File: src/hw/wcg_pkg.sv
// Package with register layout, fuse levels and timing for the watchdog config guard.
package wcg_pkg;

    // Register byte addresses on the APB bus.
    localparam logic [11:0] WCG_CTRL_ADDR = 12'h000;
    localparam logic [11:0] WCG_STAT_ADDR = 12'h004;

    // Field positions in the control register.
    localparam int WCG_SEL_LSB = 0;
    localparam int WCG_RUN_POS = 3;
    localparam int WCG_ARM_POS = 4;

    // Field positions in the status register.
    localparam int WCG_STAT_LVL_LSB = 0;
    localparam int WCG_STAT_ARM_POS = 2;
    localparam int WCG_STAT_CNT_LSB = 3;

    localparam logic [2:0] WCG_SEL_RESET = 3'h0;
    localparam logic [31:0] WCG_UNMAPPED_DATA = 32'h0000_0000;

    // Window length in clock cycles after an arming write.
    localparam int WCG_WINDOW_CYCLES = 4;
    localparam logic [2:0] WCG_WINDOW_CNT = 3'(WCG_WINDOW_CYCLES);

    // Base period in watchdog-oscillator cycles for selector value 0.
    localparam logic [21:0] WCG_BASE_PERIOD = 22'h004000;

    typedef enum logic [1:0] {
        WCG_LVL0 = 2'b00,
        WCG_LVL1 = 2'b01,
        WCG_LVL2 = 2'b10
    } wcg_level_t;

    typedef struct packed {
        logic        run;
        logic [2:0]  sel;
        logic [21:0] period;
    } wcg_cfg_t;

endpackage : wcg_pkg

File: src/hw/wcg_guard.sv
// Watchdog configuration guard with APB access and fuse-selected safety levels.
// Limitation: the level is latched once after reset; fuse changes need a reset.
// Trade-off: pready is tied high, so the window is counted in plain clock edges.
//
// Decided for this implementation: the register addresses and the APB slave port.
`timescale 1ns/1ps
`default_nettype none
module wcg_guard
    import wcg_pkg::*;
(
    input wire logic pclk,
    input wire logic presetn,
    input wire logic psel,
    input wire logic penable,
    input wire logic pwrite,
    input wire logic [11:0] paddr,
    input wire logic [31:0] pwdata,
    output logic [31:0] prdata,
    output logic pready,
    output logic pslverr,
    input wire logic wdog_always_on_fuse,
    input wire logic legacy_compat_fuse,
    output logic wdog_run,
    output logic [2:0] wdog_timeout_sel,
    output logic [21:0] wdog_period
);
    import wcg_pkg::*;

    ////////////////////////////////////////////////////////////////////////////

    typedef struct packed {
        // Two-stage fuse synchroniser and the marker of its filled stages.
        logic [1:0]  fuse_m;
        logic [1:0]  fuse_s;
        logic [1:0]  fill;
        // Latched safety level.
        logic        lvl_valid;
        wcg_level_t  level;
        // Configuration as seen by the watchdog counter.
        logic        run;
        logic [2:0]  sel;
        logic [21:0] period;
        // Read data registered in the setup cycle.
        logic [31:0] rdata;
    } wcg_state_t;

    // One copy holds the state, the other its next value.
    wcg_state_t s_q;
    wcg_state_t s_d;

    // Decoded bus and window signals.
    logic acc;
    logic wr_ctrl;
    logic mapped;
    logic win_open;
    logic [2:0] win_cnt;
    logic arm_wr;
    logic commit_wr;
    logic w_run;
    logic w_arm;
    logic [2:0] w_sel;
    wcg_level_t lvl_now;
    logic rd_setup;

    ////////////////////////////////////////////////////////////////////////////
    // Bus decode.

    // The access phase is the only cycle in which a write may change state.
    assign acc = psel && penable;
    assign mapped = (paddr == WCG_CTRL_ADDR) || (paddr == WCG_STAT_ADDR);
    assign wr_ctrl = acc && pwrite && (paddr == WCG_CTRL_ADDR) && s_q.lvl_valid;
    assign w_run = pwdata[WCG_RUN_POS];
    assign w_arm = pwdata[WCG_ARM_POS];
    assign w_sel = pwdata[WCG_SEL_LSB +: 3];
    assign arm_wr = wr_ctrl && w_arm && w_run;
    assign commit_wr = wr_ctrl && !w_arm && win_open;
    // Read data is built in the setup cycle so that it stands, registered,
    // through the whole access phase with no wait state.
    assign rd_setup = psel && !penable && !pwrite;

    ////////////////////////////////////////////////////////////////////////////
    // Fuse synchroniser, level latch and control register update.

    // Fuses are pins from outside the clock domain; they pass two flops.
    always_comb begin
        s_d = s_q;
        s_d.fuse_m = {wdog_always_on_fuse, legacy_compat_fuse};
        s_d.fuse_s = s_q.fuse_m;
        // Each set bit marks a synchroniser stage that holds a real fuse sample.
        s_d.fill = {s_q.fill[0], 1'b1};
        lvl_now = s_q.level;
        // Latching before the pipe is full would read the reset value of the
        // second stage and always pick level 1, whatever the fuses say.
        if (!s_q.lvl_valid && s_q.fill[1]) begin
            // Level is latched once after reset so a glitching fuse cannot unlock.
            s_d.lvl_valid = 1'b1;
            if (s_q.fuse_s[1]) begin
                lvl_now = WCG_LVL2;
            end else if (s_q.fuse_s[0]) begin
                lvl_now = WCG_LVL0;
            end else begin
                lvl_now = WCG_LVL1;
            end
            s_d.level = lvl_now;
            s_d.run = (lvl_now == WCG_LVL2);
        end
        // Writes are refused until the level is latched; wr_ctrl carries that.
        if (wr_ctrl) begin
            case (s_q.level)
                WCG_LVL0: begin
                    // Level 0: the selector is open; only clearing run needs the window.
                    s_d.sel = w_sel;
                    if (w_run) begin
                        s_d.run = 1'b1;
                    end else if (win_open && !w_arm) begin
                        s_d.run = 1'b0;
                    end
                end
                WCG_LVL1: begin
                    // Level 1: enabling is free; any other change waits for a commit.
                    if (w_run) begin
                        s_d.run = 1'b1;
                    end
                    if (commit_wr) begin
                        s_d.run = w_run;
                        s_d.sel = w_sel;
                    end
                end
                WCG_LVL2: begin
                    // Level 2: run is pinned high below, so a commit moves the selector only.
                    if (commit_wr) begin
                        s_d.sel = w_sel;
                    end
                end
                default: begin
                    // An unused level code fails safe with the watchdog running.
                    s_d.run = 1'b1;
                end
            endcase
        end
        // Pinned last so that no write path can ever drop run at level 2.
        if (s_q.level == WCG_LVL2 && s_q.lvl_valid) begin
            s_d.run = 1'b1;
        end
        // The period follows the next selector so both outputs move on one edge.
        s_d.period = WCG_BASE_PERIOD << s_d.sel;
        // Bits outside the fields, and unmapped addresses, read as zero.
        s_d.rdata = WCG_UNMAPPED_DATA;
        if (rd_setup) begin
            if (paddr == WCG_CTRL_ADDR) begin
                s_d.rdata[WCG_SEL_LSB +: 3] = s_q.sel;
                s_d.rdata[WCG_RUN_POS] = s_q.run;
                s_d.rdata[WCG_ARM_POS] = win_open;
            end else if (paddr == WCG_STAT_ADDR) begin
                // The status view shows the latched level and the live window count.
                s_d.rdata[WCG_STAT_LVL_LSB +: 2] = s_q.level;
                s_d.rdata[WCG_STAT_ARM_POS] = win_open;
                s_d.rdata[WCG_STAT_CNT_LSB +: 3] = win_cnt;
            end
        end
    end

    ////////////////////////////////////////////////////////////////////////////
    // State register.

    always_ff @(posedge pclk or negedge presetn) begin
        if (!presetn) begin
            s_q <= '{fuse_m: 2'h0, fuse_s: 2'h0, fill: 2'h0,
                     lvl_valid: 1'b0, level: WCG_LVL1,
                     run: 1'b0, sel: WCG_SEL_RESET, period: WCG_BASE_PERIOD,
                     rdata: WCG_UNMAPPED_DATA};
        end else begin
            s_q <= s_d;
        end
    end

    ////////////////////////////////////////////////////////////////////////////

    // Any control write without the arm bit ends the window, armed or not.
    // The count leaves the window only for the status register.
    wcg_window #(
        .CYCLES(WCG_WINDOW_CNT)
    ) u_window (
        .pclk(pclk),
        .presetn(presetn),
        .arm(arm_wr),
        .close(wr_ctrl && !w_arm),
        .open(win_open),
        .count(win_cnt)
    );

    ////////////////////////////////////////////////////////////////////////////
    // Outputs.

    // Zero wait states: every access completes in its first access cycle.
    assign pready = 1'b1;
    // A bad address is flagged but never stalls the bus.
    assign pslverr = acc && !mapped;
    // Data outputs all come straight from the state register.
    assign prdata = s_q.rdata;
    assign wdog_run = s_q.run;
    assign wdog_timeout_sel = s_q.sel;
    assign wdog_period = s_q.period;
endmodule : wcg_guard
`default_nettype wire

File: src/hw/wcg_window.sv
// Countdown that holds the change window open for a fixed number of cycles.
`timescale 1ns/1ps
`default_nettype none
module wcg_window
    import wcg_pkg::*;
#(
    parameter logic [2:0] CYCLES = WCG_WINDOW_CNT
) (
    input wire logic pclk,
    input wire logic presetn,
    input wire logic arm,
    input wire logic close,
    output logic open,
    output logic [2:0] count
);
    typedef struct packed {
        logic [2:0] cnt;
    } wcg_win_state_t;

    wcg_win_state_t s_q;
    wcg_win_state_t s_d;

    // The arm wins over an explicit close so a fresh arm is never lost.
    always_comb begin
        s_d = s_q;
        if (arm) begin
            s_d.cnt = CYCLES;
        end else if (close) begin
            s_d.cnt = 3'h0;
        end else if (s_q.cnt != 3'h0) begin
            s_d.cnt = s_q.cnt - 3'h1;
        end
    end

    always_ff @(posedge pclk or negedge presetn) begin
        if (!presetn) begin
            s_q <= '0;
        end else begin
            s_q <= s_d;
        end
    end

    assign open = (s_q.cnt != 3'h0);
    assign count = s_q.cnt;
endmodule : wcg_window
`default_nettype wire

File: config.mk
export PLATFORM = sky130hd
export DESIGN_NAME = wcg_guard
export DESIGN_NICKNAME = d
export VERILOG_FILES = /design/src/hw/wcg_pkg.sv /design/src/hw/wcg_guard.sv /design/src/hw/wcg_window.sv
export SDC_FILE = /design/constraint.sdc
export NUM_CORES = 1
export LEC_CHECK = 0
export BUFFER_PORTS_ARGS = -buffer_cell sky130_fd_sc_hd__buf_2
export CORE_MARGIN = 8
export CORE_UTILIZATION = 30
export DETAILED_ROUTE_END_ITERATION = 6
export GPL_ROUTABILITY_DRIVEN = 0
export PLACE_DENSITY = 0.7
export SETUP_SLACK_MARGIN = 0.15
export SLEW_MARGIN = 20
export SYNTH_ARGS = -nofsm -noshare
export SYNTH_HDL_FRONTEND = slang
export SYNTH_SLANG_ARGS = --single-unit
File: constraint.sdc
create_clock -name pclk -period 2.5 [get_ports pclk]
set_input_delay 0.75 -clock pclk [delete_from_list [all_inputs] [get_ports pclk]]
set_output_delay 0.75 -clock pclk [all_outputs]
set_load 0.005 [all_outputs]
==> Implementation_results.wiki <==
{| class="wikitable"
! Metric !! Value
|-
| Result of the run || completed
|-
| Number of rows in the core area || 28
|-
| Mean area per synthesized cell || between 9 and 10 um2
|-
| Fraction of the yosys area taken by sequential cells || 40.7%
|-
| Reported leakage power || 0.00105 uW
|-
| Post-route DRC violation count || 0
|-
| X dimension of the die || ~95 um
|-
| Dominant delay contributor by cell family on the critical path || simple AND/OR/NAND/NOR gates
|-
| Maximum number of pins on one net before global-route repair || 31
|-
| Number of warnings issued by yosys || 0
|-
| Number of antenna cells inserted || 0
|-
| Hold-fix buffers at CTS || 0
|-
| CTS Sinks || 30
|-
| Data arrival at the endpoint of the critical path || ~1.5 ns
|-
| Number of global-route vias before repair || about 1,200
|-
| Aggregate routed wire length || about 3500 um
|-
| Worst skew pair latency || 0.27 ns
|-
| Worst Tran Pin Value || 0.660 ns
|-
| Clock tree from TritonCTS || built
|-
| Vias per inst || 4.01
|-
| Final max-slew violation count || 0
|-
| Post-synthesis sequential element count || 30
|-
| Final setup TNS || 0 ns
|-
| Slew margin rel. || 56.0%
|-
| Antenna violations before repair || 0
|-
| Final hold slack || 0.347 ns
|-
| Buffers & Inverters on Critical Path || 2
|-
| Via count || between 1,000 and 1,500
|-
| Endpoints failing hold || 0
|-
| Achievable clock frequency || about 450 MHz
|-
| Startpoint class of the critical path || input pin
|-
| Mapped Area || 1850 um2
|-
| Classification of the worst setup path || in -> out
|-
| Endpoint kind of the worst setup timing path || output port
|-
| Wire length of the first global-routing pass || ~5400 um
|-
| Initial core utilization || 31.1%
|-
| Top-area cell type share of the netlist area || 37.8%
|-
| Number of buffers inserted by port buffering || 42
|-
| H-Tree Depth || 2
|-
| Shortest clock period the worst path allows after layout || ~2.2 ns
|-
| HP Class || reg -> reg
|-
| Per-cell routed wire length || 12.1 um
|-
| TritonRoute pass-1 iters || 3
|-
| CTS Buffer Depth || 2
|-
| Total global routing overflow || 0
|-
| Max stage delay cell, worst path || sky130_fd_sc_hd__nor4_1
|-
| Core region area || 5960 um2
|-
| Die Y || 94.6 um
|-
| Reg clk slew, reported paths || 0.06 ns
|-
| Proportion of layout cells with a drive suffix above 1 || 32.7%
|-
| Post-layout net count || 264
|-
| Cell chain of the critical path || buf_2 -> nor4_1 -> and3_2 -> nor2_1 -> buf_2
|-
| Cell at the root of the clock tree || sky130_fd_sc_hd__clkbuf_8
|-
| Post-CTS resize count || 0
|-
| Number of primary I/O pins || 111
|-
| Highest net fanout along the worst path || 2
|-
| Max Cap Viol || 0
|-
| Library cell appearing most often on the critical path || sky130_fd_sc_hd__buf_2
|-
| Post-synthesis instance total || between 150 and 200
|-
| Final Cycle Share || 88.2%
|-
| Main area contributors after synthesis || sky130_fd_sc_hd__dfrtp_1, sky130_fd_sc_hd__buf_4, sky130_fd_sc_hd__mux2i_1, sky130_fd_sc_hd__mux2_4, sky130_fd_sc_hd__dfstp_2
|-
| Worst endpoint required time || 1.75 ns
|-
| Max Clock Skew || approximately 0.0047 ns
|-
| Number of fill cells in the layout || between 600 and 700
|-
| Power per cell area || about 650 nW/um2
|-
| Total routing usage reported by global routing || between 7 and 8%
|-
| Number of endpoints failing setup at the final stage || 0
|-
| Number of violations reported at the end of detailed-routing iteration 0 || 26
|-
| RSZ-0062 raised after global routing || false
|-
| Netlist cell types || 36
|-
| Worst supply voltage drop on vdd || 267 uV
|-
| Die Footprint || roughly 9000 um2
|-
| CP max stage delay || between 0.2 and 0.25 ns
|-
| Area growth from synthesis to layout || 5.95%
|-
| CTS buffer count || 5
|-
| Count of nets left with antenna violations after detail routing || 0
|-
| Hpwl dp || 2730 um
|-
| Post-synth top area cell || sky130_fd_sc_hd__dfrtp_1
|}
sequential cells by signal, indices dropped and copies added, names as in the netlist:
register and count:
wdog_timeout_sel 3, prdata 6, s_q 6, wdog_period 8, s_d 3, wdog_run 1
u_window.count 3
worst reg2reg max path, stage by stage, from the launching register on:
cell	delay, ns
sky130_fd_sc_hd__dfrtp_1	0.37
sky130_fd_sc_hd__inv_1	0.07
sky130_fd_sc_hd__ha_1	0.18
sky130_fd_sc_hd__nor2b_1	0.12
sky130_fd_sc_hd__buf_4	0.16
sky130_fd_sc_hd__o21ai_1	0.14
sky130_fd_sc_hd__nand4_2	0.37
sky130_fd_sc_hd__mux2_4	0.42
power by group:
group,leakage (uW),internal [uW],switching [uW]
Combinational,0.000615,108,133
Clock,0.0000573,318,167
Sequential,0.000380,522,25.8
cells in the final DEF, fill, tap and decap left out, drive strengths merged, types with 2 or more instances in the layout:
cell and instances:
clkbuf 6, conb 42, nor2 12, dfstp 2, o21ai 2, a21oi 6, nand2 7, nor3b 5
nand3b 7, nor4 2, mux2 8, buf 46, nand4 2, inv 4, nand3 3, nor3 5
mux2i 9, ha 2, dfrtp 28
Yosys cell counts, drive strengths merged:
cell,count
nor3,5
o21ai,2
xor2,1
nand2,7
and2,1
o31ai,1
mux2,8
dfrtp,28
inv,4
a211oi,1
ha,2
a21oi,6
nor2b,1
nor2,12
xnor2,1
conb,2
nor4,2
a31o,1
nand4,2
or3b,1
dfstp,2
o221ai,1
nand3b,7
and3,1
mux2i,9
nand3,3
nor3b,5
nand2b,1
or2,1
buf,68
per-stage QoR:
step	instance area (um2)	power, uW	worst slack, ns	utilization (%)	cells
final	1960	1270	0.295	32.9	286
after floorplan	2000	780	0.479	-	226
after CTS	1950	1290	0.194	32.7	284
after global placement	1830	786	0.212	30.8	277
after detailed placement	1830	798	0.195	30.8	277
after global routing	1960	1360	0.163	32.9	286
worst paths after layout:
check	startpoint	end	slack (ns)	cells after the start
setup / recovery	paddr[5]	pslverr	0.29	5
hold / removal	s_d[63]$_DFF_PN0_	s_q[63]$_DFF_PN0_	0.35	0
setup reg to reg	u_window.count[1]$_DFFE_PN0P_	wdog_period[18]$_DFF_PN0_	0.55	7
hold reg to reg	s_d[63]$_DFF_PN0_	s_q[63]$_DFF_PN0_	0.35	0
max in group asynchronous	presetn	wdog_period[15]$_DFF_PN0_	1.56	1
min in group asynchronous	presetn	s_q[63]$_DFF_PN0_	0.51	1
layout make-up:
| type | instances | area [um2] | share of cell area, % |
|---|---|---|---|
| inverters | 4 | 15.0 | 0.765 |
| clock buffers | 6 | 82.6 | 4.21 |
| repair buffers | 46 | 240 | 12.2 |
| multi-input cells | 124 | 747 | 38.1 |
| flip-flops and latches | 30 | 753 | 38.4 |
| well taps | 75 | 93.8 | 4.78 |
| clock inverters | 1 | 30.0 | 1.53 |
repair_timing:
| item | 4_1_cts | 5_1_grt |
|---|---|---|
| hold endpoints to repair | 0 | 0 |
| buffers inserted | 0 | 2 |
| endpoints found under the setup margin | 0 | 1 |
cells by family after synthesis:
kind of cell,Yosys count,share of synthesized area (%)
mux,17,10.7
other cells,2,0.406
simple gates,49,14.9
fa+ha+maj,2,1.35
xor+xnor,2,0.946
flops,30,40.7
compound gates,12,3.92
buf+inv,72,27.1
layer usage:
metal | up-vias | global-route usage (%) | share of wire (%)
li1 | 561 | - | -
met1 | 545 | 8.02 | 38
met2 | 37 | 13.3 | 53
met3 | 5 | 3.17 | 8.7
met4 | 0 | 2.73 | 1.0
met5 | - | 0 | 0
Note: power is estimated with default switching activity, not from simulation.
